`src/design/acl_key_pkg.sv`:
```
// bit positions and constants of the second-stage acl lookup keys
package acl_key_pkg;
  localparam int KEY_W       = 188;
  localparam int COMMON_W    = 46;
  // ipv4 transport and ipv4 other keys
  localparam int P_IS_IPV4   = 46;
  localparam int P_FRAG      = 47;
  localparam int P_NONFIRST  = 48;
  localparam int P_OPTIONS   = 49;
  localparam int P_TTL       = 50;
  localparam int P_TOS       = 51;
  localparam int P_DST4      = 59;
  localparam int P_SRC4      = 91;
  localparam int P_ADDR_EQ   = 123;
  localparam int P_TCP       = 124;
  localparam int P_DPORT     = 125;
  localparam int P_SPORT     = 141;
  localparam int P_RANGE     = 157;
  localparam int P_PORTS_EQ  = 165;
  localparam int P_SEQ0      = 166;
  localparam int P_FIN       = 167;
  localparam int P_SYN       = 168;
  localparam int P_RST       = 169;
  localparam int P_PSH       = 170;
  localparam int P_ACK       = 171;
  localparam int P_URG       = 172;
  localparam int P_PTP_DOM   = 173;
  localparam int P_PTP_VER   = 181;
  localparam int L4_LO       = 125;
  localparam int L4_W        = 60;
  localparam int P_PROTO     = 124;
  localparam int P_PAYLOAD   = 132;
  // standard ipv6 key
  localparam int P6_TTL      = 46;
  localparam int P6_SRC      = 47;
  localparam int P6_PROTO    = 175;
  // oam key
  localparam int P_DMAC      = 46;
  localparam int P_SMAC      = 94;
  localparam int P_MEL       = 142;
  localparam int MEL_W       = 7;
  localparam int P_OAM_VERSION_FIELD   = 149;
  localparam int P_OPCODE    = 154;
  localparam int P_OFLAGS    = 162;
  localparam int P_MEPID     = 170;
  localparam int P_CNTS0     = 186;
  localparam int P_OAM_ET    = 187;
  // header constants
  localparam logic [15:0] OAM_ETHERTYPE = 16'h8902;
  localparam logic [7:0]  TCP_PROTO     = 8'h06;
  localparam logic [3:0]  IHL_MIN       = 4'h5;
  localparam logic [6:0]  MEL_ALL       = 7'h7F;
  typedef enum logic [1:0] {
    KT_TRANSPORT = 2'b00,
    KT_OTHER     = 2'b01,
    KT_V6STD     = 2'b10,
    KT_OAM       = 2'b11
  } key_type_e;
endpackage

```
`src/design/ip_header_flags.sv`:
```
// fragment, options, ttl and address-equality flags of an ip header
`timescale 1ns/1ps
module ip_header_flags (
  // header fields
  input  wire logic         is_ipv6,
  input  wire logic         more_fragments,
  input  wire logic [12:0]  frag_offset,
  input  wire logic [3:0]   header_len,
  input  wire logic [7:0]   ttl,
  input  wire logic [127:0] src_addr,
  input  wire logic [127:0] dst_addr,
  // flags
  output logic              ip_fragmented,
  output logic              non_first_fragment,
  output logic              ip_options_present,
  output logic              ttl_nonzero,
  output logic              ip_src_equals_dst
);
  always_comb begin
    ip_fragmented      = more_fragments || (frag_offset != 13'h0000);
    non_first_fragment = (frag_offset != 13'h0000);
    ip_options_present = !is_ipv6 && (header_len > acl_key_pkg::IHL_MIN);
    ttl_nonzero        = (ttl != 8'h00);
    if (is_ipv6) begin
      ip_src_equals_dst = (src_addr == dst_addr);
    end else begin
      ip_src_equals_dst = (src_addr[31:0] == dst_addr[31:0]);
    end
  end
endmodule // ip_header_flags

```
`src/design/acl_key_field_builder.sv`:
```
// builds one second-stage acl lookup key with its care mask per request
//
// What this block does
// - bits 166-172 tcp seq-zero and flags or ptp bits
// - ptp domain at bit 173
// - ptp version at bit 181
// - options or later fragment: layer-4 don't-care
// - bit 46 set for ipv4 frames
// - bit 47 set when fragmented
// - bit 48 set for non-first fragment
// - bit 49 set when ipv4 header length above 5
// - bit 50 ttl nonzero, tos at 51
// - addresses at 59 and 91, ipv6 source low half in both
// - bit 123 full source/destination equality
// - protocol at 124, payload at 132
// - ipv6 key bit 46 hop limit nonzero
// - ipv6 source at 47, next header 175
// - oam key mac addresses at 46, 94
// - maintenance level thermometer code at 142
// - oam version, opcode, flags, endpoint id
// - bit 186 when loss counters zero
// - bit 187 when ethertype is oam
`timescale 1ns/1ps
module acl_key_field_builder (
  // clock and reset
  input  wire logic         CLK,
  input  wire logic         RESET_N,
  // request
  input  wire logic         KEY_REQ,
  input  wire logic [1:0]   KEY_TYPE,
  input  wire logic [45:0]  COMMON_FIELDS,
  // layer 3
  input  wire logic         IS_IPV6,
  input  wire logic         MORE_FRAGMENTS,
  input  wire logic [12:0]  FRAG_OFFSET,
  input  wire logic [3:0]   HEADER_LEN,
  input  wire logic [7:0]   TTL,
  input  wire logic [7:0]   TYPE_OF_SERVICE,
  input  wire logic [31:0]  IPV4_SRC_ADDR,
  input  wire logic [31:0]  IPV4_DEST_ADDR,
  input  wire logic [127:0] IPV6_SRC_ADDR,
  input  wire logic [127:0] IPV6_DEST_ADDR,
  input  wire logic [7:0]   IP_PROTOCOL_NUMBER,
  input  wire logic [55:0]  POST_HEADER_BYTES,
  // layer 4
  input  wire logic         IS_PTP,
  input  wire logic [15:0]  TRANSPORT_SRC_PORT,
  input  wire logic [15:0]  TRANSPORT_DST_PORT,
  input  wire logic [7:0]   RANGE_MATCH_MASK,
  input  wire logic         TCP_SEQ_ZERO,
  input  wire logic         TCP_FIN_FLAG,
  input  wire logic         TCP_SYN_FLAG,
  input  wire logic         TCP_RST_FLAG,
  input  wire logic         TCP_PSH_FLAG,
  input  wire logic         TCP_ACK_FLAG,
  input  wire logic         TCP_URG_FLAG,
  input  wire logic [3:0]   PTP_MSG_TYPE,
  input  wire logic [7:0]   PTP_FLAG_FIELD,
  input  wire logic [7:0]   PTP_DOMAIN,
  input  wire logic [3:0]   PTP_VERSION,
  // oam
  input  wire logic [47:0]  DEST_MAC,
  input  wire logic [47:0]  SRC_MAC,
  input  wire logic [15:0]  ETHERTYPE,
  input  wire logic [2:0]   MAINTENANCE_LEVEL,
  input  wire logic [4:0]   OAM_VERSION_FIELD,
  input  wire logic [7:0]   FIELD_A,
  input  wire logic [7:0]   FIELD_B,
  input  wire logic [15:0]  ENDPOINT_IDENTIFIER,
  input  wire logic [31:0]  TX_FRAME_COUNT_FWD,
  input  wire logic [31:0]  RX_FRAME_COUNT_BACK,
  input  wire logic [31:0]  TX_FRAME_COUNT_BACK,
  // key to match array
  output logic              KEY_VALID,
  output logic [1:0]        KEY_TYPE_OUT,
  output logic [187:0]      KEY,
  output logic [187:0]      KEY_MASK
);
  typedef struct packed {
    logic                            valid;
    logic [1:0]                      kind;
    logic [acl_key_pkg::KEY_W-1:0]   key;
    logic [acl_key_pkg::KEY_W-1:0]   care;
  } state_s;

  state_s st_reg;
  state_s st_next;

  logic         frag_w;
  logic         nonfirst_w;
  logic         options_w;
  logic         ttl_w;
  logic         addr_eq_w;
  logic [127:0] src_w;
  logic [127:0] dst_w;
  logic         l4_blank_w;

  // ipv4 addresses sit in the low word so one comparator serves both
  assign src_w = IS_IPV6 ? IPV6_SRC_ADDR : {96'h0, IPV4_SRC_ADDR};
  assign dst_w = IS_IPV6 ? IPV6_DEST_ADDR : {96'h0, IPV4_DEST_ADDR};

  ip_header_flags u_flags (
    .is_ipv6            (IS_IPV6),
    .more_fragments     (MORE_FRAGMENTS),
    .frag_offset        (FRAG_OFFSET),
    .header_len         (HEADER_LEN),
    .ttl                (TTL),
    .src_addr           (src_w),
    .dst_addr           (dst_w),
    .ip_fragmented      (frag_w),
    .non_first_fragment (nonfirst_w),
    .ip_options_present (options_w),
    .ttl_nonzero        (ttl_w),
    .ip_src_equals_dst  (addr_eq_w)
  );

  // no layer-4 header can be trusted
  assign l4_blank_w = options_w || nonfirst_w;

  function automatic logic [6:0] therm(input logic [2:0] lvl);
    therm = acl_key_pkg::MEL_ALL >> (3'd7 - lvl);
  endfunction

  always_comb begin
    st_next       = st_reg;
    // valid only the cycle after a request
    st_next.valid = KEY_REQ;
    if (KEY_REQ) begin
      st_next.kind = KEY_TYPE;
      st_next.key  = '0;
      st_next.care = '0;
      st_next.key[acl_key_pkg::COMMON_W-1:0]  = COMMON_FIELDS;
      st_next.care[acl_key_pkg::COMMON_W-1:0] = '1;
      case (acl_key_pkg::key_type_e'(KEY_TYPE))
        acl_key_pkg::KT_TRANSPORT, acl_key_pkg::KT_OTHER: begin
          // ipv6 may fall back to these keys
          st_next.key[acl_key_pkg::P_IS_IPV4]   = !IS_IPV6;
          st_next.key[acl_key_pkg::P_FRAG]      = frag_w;
          st_next.key[acl_key_pkg::P_NONFIRST]  = nonfirst_w;
          st_next.key[acl_key_pkg::P_OPTIONS]   = options_w;
          st_next.key[acl_key_pkg::P_TTL]       = ttl_w;
          st_next.key[acl_key_pkg::P_TOS +: 8]  = TYPE_OF_SERVICE;
          // ipv6 source halves share the fields
          if (IS_IPV6) begin
            st_next.key[acl_key_pkg::P_DST4 +: 32] = IPV6_SRC_ADDR[63:32];
            st_next.key[acl_key_pkg::P_SRC4 +: 32] = IPV6_SRC_ADDR[31:0];
          end else begin
            st_next.key[acl_key_pkg::P_DST4 +: 32] = IPV4_DEST_ADDR;
            st_next.key[acl_key_pkg::P_SRC4 +: 32] = IPV4_SRC_ADDR;
          end
          st_next.key[acl_key_pkg::P_ADDR_EQ] = addr_eq_w;
          st_next.care[acl_key_pkg::P_IS_IPV4 +: 78] = '1;
          if (KEY_TYPE == acl_key_pkg::KT_OTHER) begin
            // protocol and raw bytes after header
            st_next.key[acl_key_pkg::P_PROTO +: 8]    = IP_PROTOCOL_NUMBER;
            st_next.key[acl_key_pkg::P_PAYLOAD +: 56] = POST_HEADER_BYTES;
            st_next.care[acl_key_pkg::P_PROTO +: 64]  = '1;
          end else begin
            st_next.key[acl_key_pkg::P_TCP]         = (IP_PROTOCOL_NUMBER == acl_key_pkg::TCP_PROTO);
            st_next.care[acl_key_pkg::P_TCP]        = 1'b1;
            st_next.key[acl_key_pkg::P_DPORT +: 16] = TRANSPORT_DST_PORT;
            st_next.key[acl_key_pkg::P_SPORT +: 16] = TRANSPORT_SRC_PORT;
            st_next.key[acl_key_pkg::P_RANGE +: 8]  = RANGE_MATCH_MASK;
            st_next.key[acl_key_pkg::P_PORTS_EQ]    = (TRANSPORT_SRC_PORT == TRANSPORT_DST_PORT);
            if (IS_PTP) begin
              st_next.key[acl_key_pkg::P_SEQ0] = PTP_MSG_TYPE[0];
              st_next.key[acl_key_pkg::P_FIN]  = PTP_MSG_TYPE[1];
              // ptp message type and flag bits
              st_next.key[acl_key_pkg::P_SYN]  = PTP_MSG_TYPE[2];
              st_next.key[acl_key_pkg::P_RST]  = PTP_MSG_TYPE[3];
              st_next.key[acl_key_pkg::P_PSH]  = PTP_FLAG_FIELD[1];
              st_next.key[acl_key_pkg::P_ACK]  = PTP_FLAG_FIELD[2];
              st_next.key[acl_key_pkg::P_URG]  = PTP_FLAG_FIELD[7];
              st_next.key[acl_key_pkg::P_PTP_DOM +: 8] = PTP_DOMAIN;
              st_next.key[acl_key_pkg::P_PTP_VER +: 4] = PTP_VERSION;
            end else begin
              st_next.key[acl_key_pkg::P_SEQ0] = TCP_SEQ_ZERO;
              st_next.key[acl_key_pkg::P_FIN]  = TCP_FIN_FLAG;
              st_next.key[acl_key_pkg::P_SYN]  = TCP_SYN_FLAG;
              st_next.key[acl_key_pkg::P_RST]  = TCP_RST_FLAG;
              st_next.key[acl_key_pkg::P_PSH]  = TCP_PSH_FLAG;
              st_next.key[acl_key_pkg::P_ACK]  = TCP_ACK_FLAG;
              st_next.key[acl_key_pkg::P_URG]  = TCP_URG_FLAG;
            end
            // value zeroed too so masked bits compare clean
            if (l4_blank_w) begin
              st_next.key[acl_key_pkg::L4_LO +: acl_key_pkg::L4_W] = '0;
            end else begin
              st_next.care[acl_key_pkg::L4_LO +: acl_key_pkg::L4_W] = '1;
            end
          end
        end
        acl_key_pkg::KT_V6STD: begin
          st_next.key[acl_key_pkg::P6_TTL]         = ttl_w;
          st_next.key[acl_key_pkg::P6_SRC +: 128]  = IPV6_SRC_ADDR;
          st_next.key[acl_key_pkg::P6_PROTO +: 8]  = IP_PROTOCOL_NUMBER;
          st_next.care[acl_key_pkg::P6_TTL +: 137] = '1;
        end
        acl_key_pkg::KT_OAM: begin
          st_next.key[acl_key_pkg::P_DMAC +: 48] = DEST_MAC;
          st_next.key[acl_key_pkg::P_SMAC +: 48] = SRC_MAC;
          st_next.key[acl_key_pkg::P_MEL +: acl_key_pkg::MEL_W] = therm(MAINTENANCE_LEVEL);
          st_next.key[acl_key_pkg::P_OAM_VERSION_FIELD +: 5] = OAM_VERSION_FIELD;
          st_next.key[acl_key_pkg::P_OPCODE +: 8]  = FIELD_A;
          st_next.key[acl_key_pkg::P_OFLAGS +: 8]  = FIELD_B;
          st_next.key[acl_key_pkg::P_MEPID +: 16]  = ENDPOINT_IDENTIFIER;
          st_next.key[acl_key_pkg::P_CNTS0] = (TX_FRAME_COUNT_FWD == 32'h0000_0000) &&
                                              (RX_FRAME_COUNT_BACK == 32'h0000_0000) &&
                                              (TX_FRAME_COUNT_BACK == 32'h0000_0000);
          st_next.key[acl_key_pkg::P_OAM_ET] = (ETHERTYPE == acl_key_pkg::OAM_ETHERTYPE);
          st_next.care[acl_key_pkg::P_DMAC +: 142] = '1;
        end
        default: begin
          st_next.care = '0;
        end
      endcase
    end
  end

  always_ff @(posedge CLK or negedge RESET_N) begin
    if (!RESET_N) begin
      st_reg <= '0;
    end else begin
      st_reg <= st_next;
    end
  end

  assign KEY_VALID    = st_reg.valid;
  assign KEY_TYPE_OUT = st_reg.kind;
  assign KEY          = st_reg.key;
  assign KEY_MASK     = st_reg.care;

  logic req_tr;
  logic req_oam;
  logic req_v4;
  assign req_tr  = KEY_REQ && (KEY_TYPE == acl_key_pkg::KT_TRANSPORT);
  assign req_oam = KEY_REQ && (KEY_TYPE == acl_key_pkg::KT_OAM);
  assign req_v4  = KEY_REQ && !KEY_TYPE[1];
  logic req_oth;
  logic req_v6;
  assign req_oth = KEY_REQ && (KEY_TYPE == acl_key_pkg::KT_OTHER);
  assign req_v6  = KEY_REQ && (KEY_TYPE == acl_key_pkg::KT_V6STD);
endmodule // acl_key_field_builder

```
`config.mk`:
```
export PLATFORM = sky130hd
export DESIGN_NAME = acl_key_field_builder
export DESIGN_NICKNAME = d
export VERILOG_FILES = /design/src/design/acl_key_pkg.sv /design/src/design/ip_header_flags.sv /design/src/design/acl_key_field_builder.sv
export SDC_FILE = /design/constraint.sdc
export NUM_CORES = 1
export LEC_CHECK = 0
export ABC_AREA = 1
export BUFFER_PORTS_ARGS = -buffer_cell sky130_fd_sc_hd__buf_2
export CORE_AREA = 2 2 453 455
export DETAILED_ROUTE_END_ITERATION = 6
export DIE_AREA = 0 0 455 457
export GPL_TIMING_DRIVEN = 1
export PLACE_DENSITY = 0.36
export SYNTH_ARGS = -nofsm -noshare
export SYNTH_HDL_FRONTEND = slang
export SYNTH_SLANG_ARGS = --single-unit
```
`constraint.sdc`:
```
create_clock -name CLK -period 2.61 [get_ports CLK]
set_input_delay 0.3915 -clock CLK [delete_from_list [all_inputs] [get_ports CLK]]
set_output_delay 0.3915 -clock CLK [all_outputs]
set_load 0.05 [all_outputs]
```
=== Yosys cells after proc, flatten, opt, wreduce, memory -nomap -nowiden ===
Cells that the tools add are included.

* Register bits after elaboration: 379
* Input bits: 790
* Output and inout port bits: 379

* $add $sub $neg: 1
* Magnitude comparators: 1
* Equality and inequality tests: 8
* Shifts and indexed selects: 1
* Mux-type cells: 16
* Reductions and logical operators: 14

{| class="wikitable"
|+ Operator list
! kind !! count
|-
| one-hot mux 137 bit (3 select lines) || 1
|-
| one-hot mux 137 bit (2 select lines) || 1
|-
| two-way mux 128 bit || 2
|-
| equality test 128 bit || 1
|-
| two-way mux 61 bit || 2
|-
| two-way mux 60 bit || 2
|-
| logical NOT 32 bit || 3
|-
| two-way mux 64 bit || 1
|-
| equality test 32 bit || 1
|-
| one-hot mux 5 bit (2 select lines) || 2
|-
| equality test 16 bit || 1
|-
| equality test 16 bit (second input constant) || 1
|-
| nonzero test 13 bit || 1
|-
| two-way mux 12 bit || 1
|-
| equality test 8 x 3 -> 1 bit (second input constant) || 1
|-
| nonzero test 8 bit || 1
|-
| two-way mux 7 bit || 1
|-
| right shift 7 x 3 -> 7 bit (first input constant) || 1
|-
| two-way mux 3 bit || 2
|-
| equality test 2 bit (second input constant) || 2
|-
| greater-than comparator 4 x 3 -> 1 bit (second input constant) || 1
|-
| OR reduction 2 bit || 2
|-
| logical AND 1 bit || 3
|-
| subtractor 3 bit (first input constant) || 1
|-
| other kinds (5) || 6
|}

=== Logic depth before layout (Yosys ltp) ===
* Word-level depth: 6
* Gate-level depth with buffers: 15

=== Cells and area by module ===
A second synthesis with hierarchy kept.

* Cells, all modules: 2559
* Area, all modules: 16359.4 um^2

{| class="wikitable"
|+ Modules (own cells, without submodules)
! module !! times used !! cells an instance !! area an instance (um^2)
|-
| acl_key_field_builder || 1 || 2198 || 14456.4
|-
| ip_header_flags || 1 || 361 || 1903.1
|}

=== Worst setup path before layout ===
OpenSTA, ideal clock, no wires.

* Kind: register to output
* From: register, netlist name KEY_MASK[124]
* To: output KEY_MASK[100]
* Arrival: 2953 ps
* Required time: 2219 ps
* Setup slack: -735 ps
* Cell stages (with the launch flop): 2
* Path buffers: 1
* Cells stage by stage: dfrtp_1 buf_4

{| class="wikitable"
|+ RTL lines
! item !! RTL line !! source
|-
| to (decl) || acl_key_field_builder.sv:77 || <nowiki>output logic [187:0] KEY_MASK</nowiki>
|}

==> impl_metrics.yaml <==
placed_design:
  port-buffer-count: 1162
  place_congestion: 0.9018
  placed_cells: 6004
  place_hpwl_mm: 154.6
cells_and_area:
  fin_util: 0.1218
  drive_gt1_frac: 0.3966
  syn_to_final_growth_pct: 63.67
  multi_input_area_sq_um: 7615
  final_cell_mix: "1158 x buf_2, 751 x nand2_1, 281 x nor2_1"
  seq_area_sq_um: 4881
  n_fill_cell: 23835
  final_common_cell: "buf_2"
  nets: 4162
  fin_cells: 6128
setup_path:
  critPathLaunchType: "register"
  endpoint_kind: "primary output"
  cp_max_fo: 99
  crit_slowest_cell: "dfrtp_2"
  path_cells: "buf_12 -> buf_2"
  cp.required_ns: 2.22
  reg2reg_depth: 1
  slowest_delay_ns: 0.63
  cp.arrival_ns: 1.87
  path_class: "register to primary output"
detailed_routing:
  detail-route-antenna-nets: 0
  via_per_inst: 3.400
  wirelength_mm: 174.8
  drt_iter0_drc: 1540
  vias: 20834
  drt_pass1_iterations: 5
  wl_per_cell_um: 28.53
  drc: 0
sta:
  relSlewSlack: 0.4022
  maxSlewViolCount: 0
  fin_crit_sh: 0.8647
  clock.fmax_ghz: 0.4431
  setup_viol: 0
  fin_crit_ns: 2.257
  finalHoldViolCount: 0
  holdWs_ns: 0.06532
  tightest_slew_ns: 0.8957
  setup_tns_ns: 0
  rsz0062_at_grt: "false"
  fin_skew_ns: 0
outcome:
  status: "finished, final reports clean"
yosys:
  synthFlopType: "dfrtp_1"
  synthArstFlopShare: 1.000
  synth_edf_count: 0
  syn_area_sq_um: 15130
  avgSynthCellArea_sq_um: 6.487
  synth_nets: 3123
  synth_cell_types: 36
  syn_inst: 2333
  synth_seq_cells: 195
  yosysSeqAreaShare: 0.3224
  ys_warn_count: 0
die:
  die_h_um: 457
  start_util: 0.07443
  die_area_sq_um: 207900
  die_x_um: 455
  rows: 166
  pin_count: 1169
  core_area_sq_um: 203300
pwr:
  powerDensity_nw_per_um2: 485.0
  power_w: 0.01201
  irDropWorstVdd_v: 0.0006175
  p_leak_nw: 12.22
clocking:
  clk_path_buf_depth: 2
  clk_latency_ns: 0.55
  numCtsBuffers: 17
  cts_tree: "built"
  htree_levels: 4
  cts.clk_slew.worst_paths_ns: 0.08
  clkSinkCount: 195
  post-cts-setup-buffers: 0
  clockRootBuffer: "clkbuf_16"
grt:
  grt_usage: 0.1625
  grt.overflow.total: 0
  grt_pass1_wl_mm: 215.6
  grt_pass1_vias: 19730
  grt_max_degree: 100
  antenna_found_initial: 148
flow_run:
  max-cap-violations: 0
hold_path:
  holdCritPathClass: "input pin to register"
  whs_path_depth: 3
==> critical path: cells and delay by family, from the launching register on <==
kind	cells	cell delay (ns)
buffers and inverters	2	0.64
DFF	1	0.63
==> worst paths after layout <==
kind,startpoint,end,slack [ns]
setup / recovery,KEY_MASK[124]$_DFFE_PN0P_,KEY_MASK[102],0.35
hold / removal,COMMON_FIELDS[40],KEY[40]$_DFFE_PN0P_,0.07
setup reg to reg,KEY_MASK[124]$_DFFE_PN0P_,KEY_MASK[124]$_DFFE_PN0P_,1.60
hold reg to reg,KEY_TYPE_OUT[0]$_DFFE_PN0P_,KEY_TYPE_OUT[0]$_DFFE_PN0P_,0.47
max in group asynchronous,RESET_N,KEY[177]$_DFFE_PN0P_,1.46
min in group asynchronous,RESET_N,KEY[45]$_DFFE_PN0P_,0.42
==> power by group <==
| group | leakage, nW | switching (W) | internal (W) |
|---|---|---|---|
| sequential | 2.32 | 0.000206 | 0.00334 |
| clock | 0.300 | 0.00167 | 0.00158 |
| combinational | 9.60 | 0.00384 | 0.00137 |
==> area by class of cell <==
class / count / share of cell area
clock buffer: 20 / 0.01844
tap: 2688 / 0.1358
sequential: 195 / 0.1970
inverter: 196 / 0.03041
timing repair buffer: 1328 / 0.2984
antenna: 56 / 0.005657
multi-input combinational: 1634 / 0.3074
clock inverter: 11 / 0.006869
==> state kept, by name, summed over array words and instances, names as in the netlist <==
signal / count
KEY_TYPE_OUT: 2
KEY_VALID: 1
KEY_MASK: 4
KEY: 188
==> through the flow <==
stage                     setup slack, ns  instance area [sq um]
after floorplan                    0.3360                  15140
after global placement            -0.2111                  23630
after detailed placement          -0.2389                  23630
after CTS                          0.2640                  24630
after global routing              0.09519                  24730
final                              0.3530                  24770
==> per-layer routing <==
metal / share of wire / global-route usage / wire [um]
met1: 0.36 / 0.1688 / 62860
met2: 0.52 / 0.3024 / 91590
met3: 0.083 / 0.05676 / 14510
met4: 0.031 / 0.04875 / 5397
met5: 0.0028 / 0 / 489
==> synthesized netlist by cell type, types with 2 or more instances <==
cell      instances  area [sq um]
o21ai_0         110         550.5
o22ai_1           6         37.54
nand3_1         121         605.6
a211oi_1         18         135.1
inv_1           194         728.2
nand4_1          12         75.07
nor4_1           32         200.2
a311oi_1          2         17.52
nor3_1            3         15.01
and3_1            2         12.51
a21oi_1         108         540.5
buf_4           186          1396
dfrtp_1         195          4880
a41oi_1          17         148.9
nand2_1         751          2819
clkbuf_1         74         277.8
buf_1            10         37.54
buf_6             4         45.04
a221oi_1         68         595.6
or2_2             3         18.77
o21ai_1           8         40.04
nor2_1          284          1066
o22a_1            5         43.79
inv_2             2         7.510
buf_2            34         170.2
xor2_1           30         262.8
xnor2_1           9         78.83
a31oi_1          31         193.9
mux2_2            7         78.83
==> cell families after synthesis <==
family	Yosys count	share of synthesized area
AOI/OAI and AO/OA	377	0.1546
and+or+nand+nor	1211	0.3193
buffers and inverters	504	0.1759
muxes	7	0.005209
DFF	195	0.3224
xor gates and xnor gates	39	0.02257
==> what timing repair did <==
action | CTS | global route
hold buffers | 37 | 0
endpoints found under the hold margin | 77 | 0
resized for setup | 0 | 0
Note: power is estimated with default switching activity, not from simulation.
